<file path="src/rsc_pkg.sv">
/*
 * reset source controller package: register map, field positions, reset values,
 * timing constants, sequencer states and the grouped port structs.
 * assumes a single 200 MHz clock and a classic wishbone register bus.
 */
package rsc_pkg;

    // ------------------------------------------------------------------
    // timing
    // ------------------------------------------------------------------
    localparam int unsigned CLK_MHZ          = 200;
    localparam int unsigned BOR_CLEAR_US     = 500;
    localparam int unsigned BOR_CLEAR_CYC    = BOR_CLEAR_US * CLK_MHZ;
    localparam int unsigned SYNC_STAGES      = 2;

    // ------------------------------------------------------------------
    // register byte addresses
    // ------------------------------------------------------------------
    localparam logic [7:0] ADDR_CAUSE        = 8'h00;
    localparam logic [7:0] ADDR_BOR_CTL      = 8'h04;
    localparam logic [7:0] ADDR_APP_RST      = 8'h08;
    localparam logic [7:0] ADDR_PERIPH_RST   = 8'h0c;
    localparam logic [7:0] ADDR_PIN_ALT      = 8'h10;
    localparam logic [7:0] ADDR_STATUS       = 8'h14;
    localparam logic [7:0] ADDR_IDENT_A      = 8'h20;
    localparam logic [7:0] ADDR_IDENT_B      = 8'h24;
    localparam logic [7:0] ADDR_CAP0         = 8'h28;
    localparam int unsigned NUM_CAP          = 5;

    // ------------------------------------------------------------------
    // fields
    // ------------------------------------------------------------------
    localparam int unsigned CAUSE_EXT        = 0;
    localparam int unsigned CAUSE_POR        = 1;
    localparam int unsigned CAUSE_BOR        = 2;
    localparam int unsigned CAUSE_WDT        = 3;
    localparam int unsigned CAUSE_SW         = 4;
    localparam int unsigned CAUSE_LDO        = 5;
    localparam int unsigned CAUSE_W          = 6;
    localparam int unsigned BCTL_RESAMPLE    = 0;
    localparam int unsigned BCTL_RST_EN      = 1;
    localparam int unsigned BCTL_INT_EN      = 2;
    localparam int unsigned BCTL_LDO_EN      = 3;
    localparam int unsigned BCTL_DLY_LSB     = 8;
    localparam int unsigned DLY_W            = 16;
    localparam int unsigned APP_SYSREQ       = 2;
    localparam int unsigned NUM_PERIPH       = 8;

    // ------------------------------------------------------------------
    // values after reset; identification values are arbitrary
    // ------------------------------------------------------------------
    localparam logic [3:0]       BCTL_RESET  = 4'h0;
    localparam logic [DLY_W-1:0] DLY_RESET   = 16'h0000;
    localparam logic [31:0]      IDENT_A_VAL = 32'h00a5_0001;
    localparam logic [31:0]      IDENT_B_VAL = 32'h0011_2233;
    localparam logic [31:0]      CAP_VAL     = 32'h0000_0001;
    localparam logic [CAUSE_W-1:0] CAUSE_RESET = 6'h02;

    typedef enum logic [3:0] {
        RSC_RUN   = 4'b0001,
        RSC_HOLD  = 4'b0010,
        RSC_SYNC  = 4'b0100,
        RSC_FETCH = 4'b1000
    } rsc_state_t;

    typedef struct packed {
        logic                  cyc;
        logic                  stb;
        logic                  we;
        logic [3:0]            sel;
        logic [7:0]            adr;
        logic [31:0]           dat;
    } rsc_wb_req_t;

    typedef struct packed {
        logic                  core;
        logic [NUM_PERIPH-1:0] periph;
        logic                  tap;
        logic                  tap_pin_cfg;
    } rsc_domains_t;

endpackage

</file>
<file path="src/rsc_top.sv">
/*
 * reset source controller: gathers the six reset sources, drives the core,
 * peripheral and debug tap resets, sequences release and vector fetch, keeps
 * sticky cause bits and runs the brown-out resample / hold-off filter.
 * assumes rst_i is the power-on detector output synchronous to clk_i, all other
 * inputs synchronous to clk_i, and a classic wishbone master on the bus.
 */
`timescale 1ns/1ps

module rsc_top
    import rsc_pkg::*;
#(
    parameter int unsigned BOR_HOLD_CYC = BOR_CLEAR_CYC
) (
    input  wire logic                  clk_i,
    input  wire logic                  rst_i,
    input  wire logic                  wb_cyc_i,
    input  wire logic                  wb_stb_i,
    input  wire logic                  wb_we_i,
    input  wire logic [3:0]            wb_sel_i,
    input  wire logic [7:0]            wb_adr_i,
    input  wire logic [31:0]           wb_dat_i,
    output logic      [31:0]           wb_dat_o,
    output logic                       wb_ack_o,
    input  wire logic                  rst_pin_n_i,
    input  wire logic                  brownout_detect_i,
    input  wire logic                  watchdog_reset_i,
    input  wire logic                  core_regulator_unreg_i,
    input  wire logic                  nmi_pad_i,
    output logic                       core_rst_o,
    output logic      [NUM_PERIPH-1:0] periph_rst_o,
    output logic                       tap_rst_o,
    output logic                       tap_pin_cfg_rst_o,
    output logic                       fetch_vectors_o,
    output logic                       brownout_int_o,
    output logic                       nmi_o,
    output logic                       gpio_in_o
);

    // ------------------------------------------------------------------
    // state
    // ------------------------------------------------------------------
    typedef struct packed {
        rsc_state_t            st;
        logic [1:0]            sync_cnt;
        logic                  por_phase;
        logic [CAUSE_W-1:0]    cause;
        logic [3:0]            bctl;
        logic [DLY_W-1:0]      dly;
        logic [NUM_PERIPH-1:0] periph;
        logic                  nmi_sel;
        logic                  bor_prev;
        logic [16:0]           holdoff;
        logic                  resampling;
        logic [DLY_W-1:0]      resample_cnt;
        logic                  bor_int_flag;
        logic                  int_pulse;
        logic                  ack;
        logic [31:0]           dat;
    } rsc_regs_t;

    rsc_regs_t   r;
    rsc_regs_t   next_r;
    rsc_wb_req_t req;
    rsc_domains_t dom;

    localparam logic [16:0] HOLD_LOAD = 17'(BOR_HOLD_CYC);

    function automatic logic [31:0] merge_bytes(input logic [31:0] old_v,
                                                input logic [31:0] new_v,
                                                input logic [3:0]  sel);
        logic [31:0] res;
        res = old_v;
        for (int i = 0; i < 4; i++) begin
            if (sel[i]) begin
                res[i*8 +: 8] = new_v[i*8 +: 8];
            end
        end
        return res;
    endfunction

    // control word in its bus layout: enables low, resample delay above
    function automatic logic [31:0] pack_ctl(input logic [3:0]       bctl,
                                             input logic [DLY_W-1:0] dly);
        return {8'h00, dly, 4'h0, bctl};
    endfunction

    assign req = '{cyc: wb_cyc_i, stb: wb_stb_i, we: wb_we_i,
                   sel: wb_sel_i, adr: wb_adr_i, dat: wb_dat_i};

    // ------------------------------------------------------------------
    // source decode
    // ------------------------------------------------------------------
    logic bus_wr;
    logic bus_rd;
    logic ext_src;
    logic sw_src;
    logic ldo_src;
    logic bor_rise;
    logic bor_armed;
    logic bor_rst_src;
    logic bor_int_now;
    logic resample_hit;
    logic any_src;
    logic [CAUSE_W-1:0] cause_set;
    logic [31:0] wr_merged;
    logic [31:0] ctl_merged;
    logic [31:0] periph_merged;

    assign bus_wr    = req.cyc & req.stb & req.we & ~r.ack;
    assign bus_rd    = req.cyc & req.stb & ~req.we & ~r.ack;
    assign ext_src   = ~rst_pin_n_i;
    assign sw_src    = bus_wr & (req.adr == ADDR_APP_RST) & req.sel[0]
                       & req.dat[APP_SYSREQ];
    // regulator loss resets only once software has enabled it
    assign ldo_src   = core_regulator_unreg_i & r.bctl[BCTL_LDO_EN];
    // new detector edges are ignored during the hold-off window
    assign bor_rise  = brownout_detect_i & ~r.bor_prev & (r.holdoff == '0);
    // the resample, reset or interrupt enable arms the detector; with all three clear it is ignored
    assign bor_armed = |r.bctl[BCTL_INT_EN:BCTL_RESAMPLE];
    assign bor_rst_src = bor_rise & r.bctl[BCTL_RST_EN];
    assign resample_hit = r.resampling & (r.resample_cnt == '0);
    // the controller interrupt only fires when reset is not enabled
    assign bor_int_now = ~r.bctl[BCTL_RST_EN] & r.bctl[BCTL_INT_EN] &
                         ((bor_rise & ~r.bctl[BCTL_RESAMPLE]) |
                          (resample_hit & brownout_detect_i));
    assign any_src   = ext_src | sw_src | watchdog_reset_i | ldo_src | bor_rst_src;

    always_comb begin
        cause_set = '0;
        cause_set[CAUSE_EXT] = ext_src;
        cause_set[CAUSE_BOR] = bor_rst_src;
        cause_set[CAUSE_WDT] = watchdog_reset_i;
        cause_set[CAUSE_SW]  = sw_src;
        cause_set[CAUSE_LDO] = ldo_src;
    end

    assign wr_merged = merge_bytes(32'h0000_0000, req.dat, req.sel);

    // ------------------------------------------------------------------
    // byte-lane merges for the writable control words
    // ------------------------------------------------------------------
    // the control word is rebuilt in its bus layout so one merge serves
    // both the enable bits and the resample delay
    assign ctl_merged    = merge_bytes(pack_ctl(r.bctl, r.dly), req.dat, req.sel);
    assign periph_merged = merge_bytes(32'(r.periph), req.dat, req.sel);

    // ------------------------------------------------------------------
    // next state
    // ------------------------------------------------------------------
    always_comb begin
        next_r = r;
        next_r.int_pulse = 1'b0;
        next_r.bor_prev  = brownout_detect_i;

        // sequencer: any source forces hold, release goes through sync stages
        unique case (r.st)
            RSC_RUN: begin
                if (any_src) begin
                    next_r.st = RSC_HOLD;
                end
            end
            RSC_HOLD: begin
                // the pin arrives clean; holding it low long enough is the board's duty
                if (!any_src) begin
                    next_r.st = RSC_SYNC;
                    next_r.sync_cnt = 2'(SYNC_STAGES - 1);
                end
            end
            RSC_SYNC: begin
                if (any_src) begin
                    next_r.st = RSC_HOLD;
                end else if (r.sync_cnt == '0) begin
                    next_r.st = RSC_FETCH;
                end else begin
                    next_r.sync_cnt = r.sync_cnt - 2'h1;
                end
            end
            RSC_FETCH: begin
                next_r.st = any_src ? RSC_HOLD : RSC_RUN;
                // the tap leaves reset here; only a new power-on brings it back
                next_r.por_phase = 1'b0;
            end
        endcase

        // brownout filter and hold-off
        // a disarmed detector loads no hold-off, so arming it later sees the next edge
        if (r.holdoff != '0) begin
            next_r.holdoff = r.holdoff - 17'h1;
        end
        if (bor_rise && bor_armed) begin
            next_r.holdoff = HOLD_LOAD;
            if (r.bctl[BCTL_RESAMPLE] && !r.bctl[BCTL_RST_EN]) begin
                next_r.resampling   = 1'b1;
                next_r.resample_cnt = r.dly;
            end
        end else if (r.resampling) begin
            if (r.resample_cnt == '0) begin
                next_r.resampling = 1'b0;
            end else begin
                next_r.resample_cnt = r.resample_cnt - 16'h1;
            end
        end
        if (bor_int_now) begin
            next_r.int_pulse = 1'b1;
        end

        // bus and registers
        // registered ack: one wait state on every access, no address ever stalls
        next_r.ack = req.cyc & req.stb & ~r.ack;
        if (bus_rd) begin
            unique case (req.adr)
                ADDR_CAUSE:      next_r.dat = 32'(r.cause);
                ADDR_BOR_CTL:    next_r.dat = pack_ctl(r.bctl, r.dly);
                ADDR_APP_RST:    next_r.dat = 32'h0000_0000;
                ADDR_PERIPH_RST: next_r.dat = 32'(r.periph);
                ADDR_PIN_ALT:    next_r.dat = 32'(r.nmi_sel);
                ADDR_STATUS:     next_r.dat = {28'h0000000, r.resampling, r.bor_int_flag,
                                               r.por_phase, brownout_detect_i};
                ADDR_IDENT_A:    next_r.dat = IDENT_A_VAL;
                ADDR_IDENT_B:    next_r.dat = IDENT_B_VAL;
                default: begin
                    // all capability words read alike; unaligned offsets read zero
                    if (req.adr >= ADDR_CAP0 && req.adr < ADDR_CAP0 + 8'(4 * NUM_CAP)
                        && req.adr[1:0] == 2'b00) begin
                        next_r.dat = CAP_VAL;
                    end else begin
                        next_r.dat = 32'h0000_0000;
                    end
                end
            endcase
        end

        if (bus_wr) begin
            unique case (req.adr)
                ADDR_CAUSE: begin
                    next_r.cause = r.cause & ~wr_merged[CAUSE_W-1:0];
                end
                ADDR_BOR_CTL: begin
                    next_r.bctl = ctl_merged[BCTL_LDO_EN:BCTL_RESAMPLE];
                    next_r.dly  = ctl_merged[BCTL_DLY_LSB +: DLY_W];
                end
                ADDR_PERIPH_RST: begin
                    next_r.periph = periph_merged[NUM_PERIPH-1:0];
                end
                ADDR_PIN_ALT: begin
                    next_r.nmi_sel = req.sel[0] ? req.dat[0] : r.nmi_sel;
                end
                ADDR_STATUS: begin
                    // bit 2 clears the interrupt flag; the other bits are live views
                    if (wr_merged[2]) begin
                        next_r.bor_int_flag = 1'b0;
                    end
                end
                default: begin
                end
            endcase
        end
        if (bor_int_now) begin
            next_r.bor_int_flag = 1'b1;
        end

        // cause capture after bus clear so a new event wins the clear
        if (ext_src) begin
            next_r.cause = '0;
            next_r.cause[CAUSE_EXT] = 1'b1;
        end else begin
            next_r.cause = next_r.cause | cause_set;
        end

        // a system reset returns the soft peripheral selects to idle
        if (r.st == RSC_HOLD) begin
            next_r.periph = '0;
        end
    end

    // ------------------------------------------------------------------
    // registers
    // ------------------------------------------------------------------
    // one clock serves both oscillator roles; there is no clock switch here,
    // so pin and power-on handling share the sequencer's clock
    always_ff @(posedge clk_i) begin
        if (rst_i) begin
            r <= '0;
            r.st        <= RSC_HOLD;
            r.por_phase <= 1'b1;
            r.cause     <= CAUSE_RESET;
            r.bctl      <= BCTL_RESET;
            r.dly       <= DLY_RESET;
        end else begin
            r <= next_r;
        end
    end

    // ------------------------------------------------------------------
    // outputs
    // ------------------------------------------------------------------
    // reset asserts combinationally from its source so no clock is needed to
    // enter reset; release waits for the registered sequencer
    logic sys_rst;
    assign sys_rst = rst_i | any_src | (r.st == RSC_HOLD) | (r.st == RSC_SYNC);

    always_comb begin
        dom.core        = sys_rst;
        dom.periph      = {NUM_PERIPH{sys_rst}} | r.periph;
        dom.tap         = rst_i | (r.por_phase & (r.st != RSC_RUN));
        dom.tap_pin_cfg = dom.tap | ext_src;
    end

    assign core_rst_o        = dom.core;
    assign periph_rst_o      = dom.periph;
    assign tap_rst_o         = dom.tap;
    assign tap_pin_cfg_rst_o = dom.tap_pin_cfg;
    assign fetch_vectors_o   = (r.st == RSC_FETCH);
    assign brownout_int_o    = r.int_pulse;
    // with the select clear the pad is plain gpio and can never raise nmi
    assign nmi_o             = r.nmi_sel & nmi_pad_i;
    assign gpio_in_o         = ~r.nmi_sel & nmi_pad_i;
    assign wb_ack_o          = r.ack;
    assign wb_dat_o          = r.dat;

endmodule // rsc_top

</file>
<file path="config.mk">
export PLATFORM = sky130hd
export DESIGN_NAME = rsc_top
export DESIGN_NICKNAME = d
export VERILOG_FILES = /design/src/rsc_pkg.sv /design/src/rsc_top.sv
export SDC_FILE = /design/constraint.sdc
export NUM_CORES = 1
export LEC_CHECK = 0
export CAP_MARGIN = 30
export CORE_ASPECT_RATIO = 1.5
export CORE_MARGIN = 2
export CORE_UTILIZATION = 30
export CTS_CLUSTER_SIZE = 30
export DETAILED_ROUTE_END_ITERATION = 10
export DONT_BUFFER_PORTS = 1
export PLACE_DENSITY = 0.56
export SETUP_SLACK_MARGIN = 0.1
export SKIP_CTS_REPAIR_TIMING = 1
export SLEW_MARGIN = 10
export SYNTH_ARGS = -nofsm -noshare
export SYNTH_HDL_FRONTEND = slang
export SYNTH_SLANG_ARGS = --single-unit
</file>
<file path="constraint.sdc">
create_clock -name clk_i -period 3 [get_ports clk_i]
set_input_delay 0.15 -clock clk_i [delete_from_list [all_inputs] [get_ports clk_i]]
set_output_delay 0.15 -clock clk_i [all_outputs]
set_load 0.1 [all_outputs]
</file>
==> impl_metrics.env, run 1 <==
export IMPL_die_x_um=114
export IMPL_whs_ps=-16.5
export IMPL_track_usage_pct=16.2
export IMPL_synth_edf_count=0
export IMPL_gr_usage_met2_pct=29.3
export IMPL_syn_avg_cell_area_um2=8.35
export IMPL_p_sw_w=0.00129
export IMPL_initial_core_util_pct=30.4
export IMPL_leakagePower_nw=2.48
export IMPL_status="finished, violations left"
export IMPL_htreeDepth=3
export IMPL_slew_headroom_pct=32.4
export IMPL_hold_viol_final=2
export IMPL_drtPass1Iterations=5
export IMPL_drt_initial_drc_count=217
export IMPL_grt_max_degree=80
export IMPL_synth_seq_cells=104
export IMPL_slew_viol_final=0
export IMPL_nets=732
export IMPL_grt_pass1_vias=4549
export IMPL_grt_antenna_before_repair=0
export IMPL_period_needed_ps=2770
export IMPL_syn_to_final_growth_pct=19.5
export IMPL_whs_path_depth=3
export IMPL_violations="negative hold slack"
export IMPL_worstPathArrival_ps=2620
export IMPL_num_antenna_cells=0
export IMPL_worst_slew_pin_slew_ps=1010
export IMPL_wl_per_cell_um=17.7
export IMPL_setup_worst_path_end_class="output port"
export IMPL_clkTransAtPathRegs_ps=80
export IMPL_critPathRequiredTime_ps=2850
export IMPL_drc_errors=0
export IMPL_die_y_um=168
export IMPL_final_common_cell="dfxtp_1"
export IMPL_ir_worst_vdd_mv=0.248
export IMPL_final_period_utilization_pct=92.3
export IMPL_insertion_delay_ps=360
export IMPL_comb_power_share_pct=25.1
export IMPL_cts_tree="done"
export IMPL_syn_inst=648
export IMPL_worst_path_max_fanout=5
export IMPL_fin_total_pwr_w=0.00379
export IMPL_grt_busiest_layer="met2"
export IMPL_gp_congestion=0.896
export IMPL_vias=4839
export IMPL_port_buffers=0
export IMPL_io_pins=102
export IMPL_setup_slack_ps=231
export IMPL_clock_sinks=104
export IMPL_drive_gt1_share_pct=15.0
export IMPL_ys_flop_type="dfxtp_1"
export IMPL_hp_class="in2reg"
export IMPL_switching_share_pct=34.1
export IMPL_cts_root_buf="clkbuf_16"
export IMPL_p_int_w=0.00250
export IMPL_netlist_cell_type_count=74
export IMPL_fp_coreArea_um2=17800
export IMPL_criticalPathCategory="reg2out"
export IMPL_rsz0062_at_grt="no"
export IMPL_max_freq_mhz=361
export IMPL_globalRouteOverflowTotal=0
export IMPL_worstRegToRegCells=6
export IMPL_cts_made_buffers=9
export IMPL_grtUsageMet1_pct=18.0
export IMPL_p_per_area_nw_per_um2=586
export IMPL_grt_util_met3_pct=3.97
export IMPL_via_per_inst=5.40
export IMPL_mostFrequentLayoutCells="101 x dfxtp_1, 67 x nor2_1, 64 x nand2_1, 38 x a21oi_1, 35 x buf_4"
export IMPL_ant_nets=0
export IMPL_dp_hpwl_mm=11.3
export IMPL_maxCapViolCount=0
export IMPL_clock_path_buffers=2
export IMPL_clockPowerShare_pct=32.6
export IMPL_totalWireLength_mm=15.9
export IMPL_grt_pass1_wl_mm=24.4
export IMPL_dieArea_um2=19100
export IMPL_ys_seq_area_share_pct=38.5
export IMPL_fp_row_count=60
export IMPL_skew_ps=17.1
export IMPL_syn_area_um2=5410
export IMPL_pre_cts_ws_ps=394
export IMPL_synth_warning_count=0
export IMPL_setup_violations=0
export IMPL_synthArstFlopShare_pct=0
export IMPL_seq_power_share_pct=42.3
export IMPL_start_kind="flip-flop"
## critical path: stages, from the launching register on
cell	delay (ps)
dfxtp_2	340
inv_1	50
ha_2	200
nor4b_1	150
and4_1	230
a32oi_2	250
or4b_4	540
or2_2	330
buf_12	170
## synthesized netlist by cell type, types with 12 or more instances
master,count,share of area (%)
nor2_1,67,4.6
inv_1,14,0.97
nor4_1,20,2.3
nand3_1,31,2.9
nor3_1,21,1.9
clkbuf_1,24,1.7
a21oi_1,38,3.5
mux2i_1,27,5.0
nand2_1,64,4.4
a22oi_1,12,1.7
dfxtp_1,104,38
or2_2,12,1.4
buf_4,33,4.6
## per-layer routing
layer	vias up	share of wire, %
met5	-	0
met4	0	2.3
met1	2331	40
li1	2370	-
met2	114	53
met3	24	4.7
## metrics by stage
| stage | cell area [µm²] | util, % | setup TNS [ps] | hold slack [ps] | instances |
|---|---|---|---|---|---|
| floorplan | 5440 | - | 0 | 242 | 655 |
| global placement | 5770 | 32.5 | 0 | 236 | 847 |
| detailed placement | 5790 | 32.5 | 0 | 239 | 848 |
| CTS | 6110 | 34.3 | -68.2 | -148 | 864 |
| global route | 6460 | 36.3 | 0 | 2.78 | 896 |
| finish | 6460 | 36.3 | 0 | -16.5 | 896 |
## registers in the layout (all words and copies together), names as in the netlist
signal and cells:
brownout_int_o 1, wb_dat_o 24, wb_ack_o 1, r 78
## final timing paths
kind               start         endpoint  slack (ps)
max                r[52]  periph_rst_o[2]         230
min          wb_dat_i[1]           r[100]         -20
max reg2reg        r[61]            r[52]         380
min reg2reg       r[100]           r[100]         460
## area by class of cell
cell class              instances  area, µm²
fillers                      1859      11300
multi-input cells             470       2950
flip-flops and latches        104       2090
repair buffers                 75        783
well taps                     217        272
clock buffers                   9        225
clock inverters                 7       93.8
inverters                      14       52.6
## kinds of logic (layout without fill, tap and decap cells)
| kind of cell | Yosys count | after routing | synth area share (%) |
|---|---|---|---|
| simple gates | 288 | 289 | 28.2 |
| compound gates | 121 | 121 | 15.5 |
| flops | 104 | 104 | 38.5 |
| buf+inv | 82 | 105 | 8.26 |
| mux | 31 | 31 | 5.83 |
| xor+xnor | 16 | 16 | 2.59 |
| fa+ha+maj | 5 | 5 | 1.11 |
| other cells | 1 | 8 | 0.0693 |
## power groups by stage
stage / combinational (W) / sequential (W) / clock, W
after global placement: 0.000881 / 0.00163 / 0
after detailed placement: 0.000893 / 0.00163 / 0
after CTS: 0.000898 / 0.00160 / 0.00127
after floorplan: 0.000742 / 0.00160 / 0
final: 0.000951 / 0.00160 / 0.00123
after global routing: 0.00105 / 0.00162 / 0.00133
Note: power is estimated with default switching activity, not from simulation.
==> run 2: changes to the inputs <==
--- a/config.mk
+++ b/config.mk
@@ -8,11 +8,11 @@
 export CAP_MARGIN = 30
 export CORE_ASPECT_RATIO = 1.5
 export CORE_MARGIN = 2
-export CORE_UTILIZATION = 30
+export CORE_UTILIZATION = 60
 export CTS_CLUSTER_SIZE = 30
 export DETAILED_ROUTE_END_ITERATION = 10
 export DONT_BUFFER_PORTS = 1
-export PLACE_DENSITY = 0.56
+export PLACE_DENSITY = 0.88
 export SETUP_SLACK_MARGIN = 0.1
 export SKIP_CTS_REPAIR_TIMING = 1
 export SLEW_MARGIN = 10
==> run 2 against run 1 <==
The flow still finishes with violations (negative hold slack); die area down 49%; first-iteration DRC count is 130% higher; design area down 1.7%; combinational power increased by 1%; final cell count decreased by 12%; setup slack got worse by 89 ps; via count grew 6.0%; register-to-register slack improved by 100 ps; count of clock-buffer cells in the layout up 1; critical path depth is the same; critical endpoint is now periph_rst_o[6].
==> impl_metrics.env, run 2 (synthesized netlist as in run 1, its figures left out) <==
export IMPL_status="finished, violations left"
export IMPL_violations="negative hold slack"
export IMPL_start_kind="flip-flop"
export IMPL_grt_busiest_layer="met2"
export IMPL_globalRouteOverflowTotal=0
export IMPL_gp_congestion=0.936
export IMPL_grtUsageMet1_pct=36.1
export IMPL_seq_power_share_pct=40.6
export IMPL_critPathRequiredTime_ps=2850
export IMPL_largest_reg_flops=78
export IMPL_worstPathArrival_ps=2710
export IMPL_cts_made_buffers=9
export IMPL_period_needed_ps=2860
export IMPL_drt_initial_drc_count=501
export IMPL_p_sw_w=0.00123
export IMPL_cts_tree="done"
export IMPL_io_pins=102
export IMPL_clock_path_buffers=2
export IMPL_num_antenna_cells=0
export IMPL_dp_hpwl_mm=10.6
export IMPL_maxCapViolCount=0
export IMPL_grt_pass1_vias=4889
export IMPL_htreeDepth=3
export IMPL_nets=734
export IMPL_grt_util_met3_pct=5.07
export IMPL_drc_errors=0
export IMPL_grt_antenna_before_repair=0
export IMPL_setup_worst_path_end_class="output port"
export IMPL_fin_util_pct=72.4
export IMPL_hp_class="in2reg"
export IMPL_fillCellCount=574
export IMPL_final_common_cell="dfxtp_1"
export IMPL_grt_pass1_wl_mm=23.8
export IMPL_ir_worst_vdd_mv=0.497
export IMPL_drive_gt1_share_pct=15.1
export IMPL_totalWireLength_mm=15.8
export IMPL_fp_coreArea_um2=8780
export IMPL_switching_share_pct=31.1
export IMPL_max_freq_mhz=350
export IMPL_die_x_um=81.5
export IMPL_clkTransAtPathRegs_ps=70
export IMPL_skew_ps=8.77
export IMPL_grt_max_degree=80
export IMPL_wl_per_cell_um=20.0
export IMPL_rsz0062_at_grt="yes"
export IMPL_worst_path_max_fanout=4
export IMPL_insertion_delay_ps=360
export IMPL_final_period_utilization_pct=95.3
export IMPL_whs_ps=-21.3
export IMPL_clock_sinks=104
export IMPL_die_y_um=120
export IMPL_vias=5131
export IMPL_gr_usage_met2_pct=52.9
export IMPL_clockPowerShare_pct=34.9
export IMPL_port_buffers=0
export IMPL_p_per_area_nw_per_um2=621
export IMPL_setup_violations=0
export IMPL_worst_slew_pin_slew_ps=1090
export IMPL_registers_top_by_ff_count="r"
export IMPL_via_per_inst=6.49
export IMPL_dieArea_um2=9810
export IMPL_mostFrequentLayoutCells="102 x dfxtp_1, 67 x nor2_1, 64 x nand2_1, 39 x buf_4, 38 x a21oi_1"
export IMPL_ant_nets=0
export IMPL_drtPass1Iterations=6
export IMPL_p_int_w=0.00272
export IMPL_leakagePower_nw=2.51
export IMPL_syn_to_final_growth_pct=17.4
export IMPL_criticalPathCategory="reg2out"
export IMPL_fp_row_count=42
export IMPL_slew_headroom_pct=26.5
export IMPL_initial_core_util_pct=61.6
export IMPL_track_usage_pct=31.5
export IMPL_slew_viol_final=0
export IMPL_cts_root_buf="clkbuf_16"
export IMPL_hold_viol_final=1
export IMPL_comb_power_share_pct=24.4
export IMPL_setup_tns_ps=0
[run 2: layout make-up]
type	count	area, µm²	area share [%]
clock inverters	6	113	1.77
well taps	110	138	2.17
repair buffers	77	776	12.2
flip-flops and latches	104	2080	32.8
inverters	14	52.6	0.827
clock buffers	10	239	3.76
multi-input cells	470	2950	46.4
[run 2: per-stage QoR]
stage               cell area [µm²]  power (W)  std cells  hold slack [ps]  setup WS, ps
CTS                            6010    0.00388        760             -137          29.7
global placement               5640    0.00246        743              227           467
global route                   6350    0.00411        791             1.43          89.5
detailed placement             5660    0.00252        744              231           435
finish                         6350    0.00395        791            -21.3           142
floorplan                      5440    0.00234        655              242           232
[run 2: routing by layer]
metal	wire length (µm)	part of all wire, %	vias to the layer above
met4	936	5.9	0
met3	930	5.9	69
met2	8300	53	277
li1	-	-	2365
met1	5620	36	2420
met5	0	0	-
[run 2: critical path, cell delays in order (launching register included)]
cell,delay [ps]
dfxtp_1,350
inv_1,60
ha_1,210
nor4b_1,170
and4_1,250
a32oi_2,270
or4b_4,550
or2_2,330
buf_12,180
[run 2: final timing paths]
kind | from | end | slack [ps] | cells after the start
max | r[53] | periph_rst_o[6] | 140 | 8
min | wb_dat_i[4] | r[75] | -20 | 2
max reg2reg | r[52] | r[40] | 480 | 9
min reg2reg | r[77] | r[77] | 470 | 2
[run 2: power groups by stage]
stage / logic [W] / clock network (W) / registers [W]
after detailed placement: 0.000889 / 0 / 0.00163
after CTS: 0.000901 / 0.00138 / 0.00160
final: 0.000965 / 0.00138 / 0.00160
after global placement: 0.000846 / 0 / 0.00162
after global routing: 0.00106 / 0.00143 / 0.00162
after floorplan: 0.000742 / 0 / 0.00160
==> run 3: changes to the inputs <==
==> constraint.sdc (replaced) <==
create_clock -name clk_i -period 3.25 [get_ports clk_i]
set_input_delay 0.1625 -clock clk_i [delete_from_list [all_inputs] [get_ports clk_i]]
set_output_delay 0.1625 -clock clk_i [all_outputs]
set_load 0.1 [all_outputs]
==> run 3 against run 2 <==
The flow still finishes with violations (negative hold slack); core utilization fell by 2.8 points; critical path depth is the same; register-to-register slack better by 130 ps; sequential power down 8%; final cell count is 2.8% lower; worst hold slack got worse by 12 ps; wire length fell by 2.3%; via count fell by 1.4%; clock power is 20% lower; first-iteration DRC count stayed put; total power shrank 13%; clock skew is 2.4 ps lower; largest cell class unchanged.
==> impl_metrics.env, run 3 (synthesized netlist as in run 1, its figures left out) <==
export IMPL_clock_path_buffers=2
export IMPL_largest_reg_flops=78
export IMPL_whs_path_depth=2
export IMPL_fin_util_pct=69.5
export IMPL_wl_per_cell_um=20.0
export IMPL_grt_max_degree=80
export IMPL_status="finished, violations left"
export IMPL_htreeDepth=3
export IMPL_nets=712
export IMPL_drtPass1Iterations=6
export IMPL_fillCellCount=633
export IMPL_post_layout_nonfiller_instances=769
export IMPL_whs_ps=-32.9
export IMPL_slew_viol_final=0
export IMPL_cts_made_buffers=9
export IMPL_violations="negative hold slack"
export IMPL_final_period_utilization_pct=93.9
export IMPL_globalRouteOverflowTotal=0
export IMPL_track_usage_pct=31.3
export IMPL_hp_class="in2reg"
export IMPL_criticalPathCategory="reg2out"
export IMPL_p_sw_w=0.00112
export IMPL_grt_pass1_wl_mm=23.9
export IMPL_fp_coreArea_um2=8780
export IMPL_dieArea_um2=9810
export IMPL_fp_row_count=42
export IMPL_num_antenna_cells=0
export IMPL_clockPowerShare_pct=31.9
export IMPL_insertion_delay_ps=350
export IMPL_worstRegToRegCells=7
export IMPL_via_per_inst=6.58
export IMPL_switching_share_pct=32.3
export IMPL_fin_total_pwr_w=0.00345
export IMPL_ir_worst_vdd_mv=0.413
export IMPL_start_kind="flip-flop"
export IMPL_ant_nets=0
export IMPL_comb_power_share_pct=25.1
export IMPL_final_common_cell="dfxtp_1"
export IMPL_max_freq_mhz=328
export IMPL_vias=5060
export IMPL_setup_worst_path_end_class="output port"
export IMPL_worst_path_max_fanout=9
export IMPL_skew_ps=6.38
export IMPL_setup_slack_ps=197
export IMPL_io_pins=102
export IMPL_rsz0062_at_grt="no"
export IMPL_clock_sinks=104
export IMPL_critPathRequiredTime_ps=3090
export IMPL_p_int_w=0.00233
export IMPL_syn_to_final_growth_pct=12.8
export IMPL_clkTransAtPathRegs_ps=70
export IMPL_hold_viol_final=3
export IMPL_slew_headroom_pct=30.8
export IMPL_totalWireLength_mm=15.4
export IMPL_setup_violations=0
export IMPL_registers_top_by_ff_count="r"
export IMPL_p_per_area_nw_per_um2=565
export IMPL_dp_cells=729
export IMPL_grt_pass1_vias=4927
export IMPL_drt_initial_drc_count=501
export IMPL_cts_root_buf="clkbuf_16"
export IMPL_drc_errors=0
export IMPL_drive_gt1_share_pct=12.1
export IMPL_worstPathArrival_ps=2890
export IMPL_cts_tree="done"
export IMPL_period_needed_ps=3050
export IMPL_maxCapViolCount=0
export IMPL_grt_antenna_before_repair=0
export IMPL_worst_slew_pin_slew_ps=1030
export IMPL_leakagePower_nw=2.35
export IMPL_seq_power_share_pct=43.0
export IMPL_port_buffers=0
export IMPL_die_x_um=81.5
export IMPL_die_y_um=120
export IMPL_dp_hpwl_mm=10.5
export IMPL_initial_core_util_pct=61.6
export IMPL_gp_congestion=0.964
export IMPL_setup_tns_ps=0
export IMPL_mostFrequentLayoutCells="104 x dfxtp_1, 67 x nor2_1, 64 x nand2_1, 38 x a21oi_1, 31 x nand3_1"
export IMPL_pre_cts_ws_ps=629
[run 3: cell count changes in the layout (fill, tap and decap cells not counted), sizes merged]
cell,before,now
clkbuf,10,12
inv,16,14
bufinv,3,1
or4b,3,2
dlygate4sd3,28,23
buf,49,33
clkinvlp,0,2
[run 3: area by class of cell]
type	count	area, µm²	share of cell area (%)
Inverter	14	52.6	0.861
Multi-Input combinational cell	469	2920	47.9
Timing Repair Buffer	56	606	9.92
Clock inverter	4	53.8	0.882
Tap cell	110	138	2.26
Clock buffer	12	246	4.04
Sequential cell	104	2080	34.1
[run 3: per-stage QoR]
| stage | area [µm²] | hold slack, ps |
|---|---|---|
| final | 6100 | -32.9 |
| after global routing | 6100 | 6.44 |
| after CTS | 5840 | -117 |
| after detailed placement | 5540 | 243 |
| after global placement | 5530 | 240 |
| after floorplan | 5440 | 254 |
[run 3: final timing paths]
check / from / endpoint / slack (ps)
worst max-delay path: r[52] / periph_rst_o[2] / 200
worst min-delay path: wb_dat_i[12] / r[83] / -30
worst min register to register: r[104] / r[104] / 470
worst max register to register: r[52] / r[36] / 610
[run 3: critical path, cell delays in order (launching register included)]
cell and delay (ps):
dfxtp_1 350, inv_1 80, ha_1 230, nor4b_1 160
and4_1 240, a32oi_1 280, or4b_1 640, or2_2 380
buf_12 180
[run 3: power groups by stage]
stage | Combinational (W) | Clock (W) | Sequential [W]
detailed placement | 0.000795 | 0 | 0.00150
global placement | 0.000764 | 0 | 0.00149
global route | 0.000953 | 0.00115 | 0.00149
finish | 0.000866 | 0.00110 | 0.00148
floorplan | 0.000685 | 0 | 0.00147
CTS | 0.000811 | 0.00110 | 0.00148
[run 3: routing by layer]
layer  wire [µm]  vias to the layer above  track usage, %
met3         970                       64            6.49
met1        5650                     2432            35.3
li1            -                     2319               -
met4         767                        0            18.6
met5           0                        -               0
met2        8030                      245            52.8
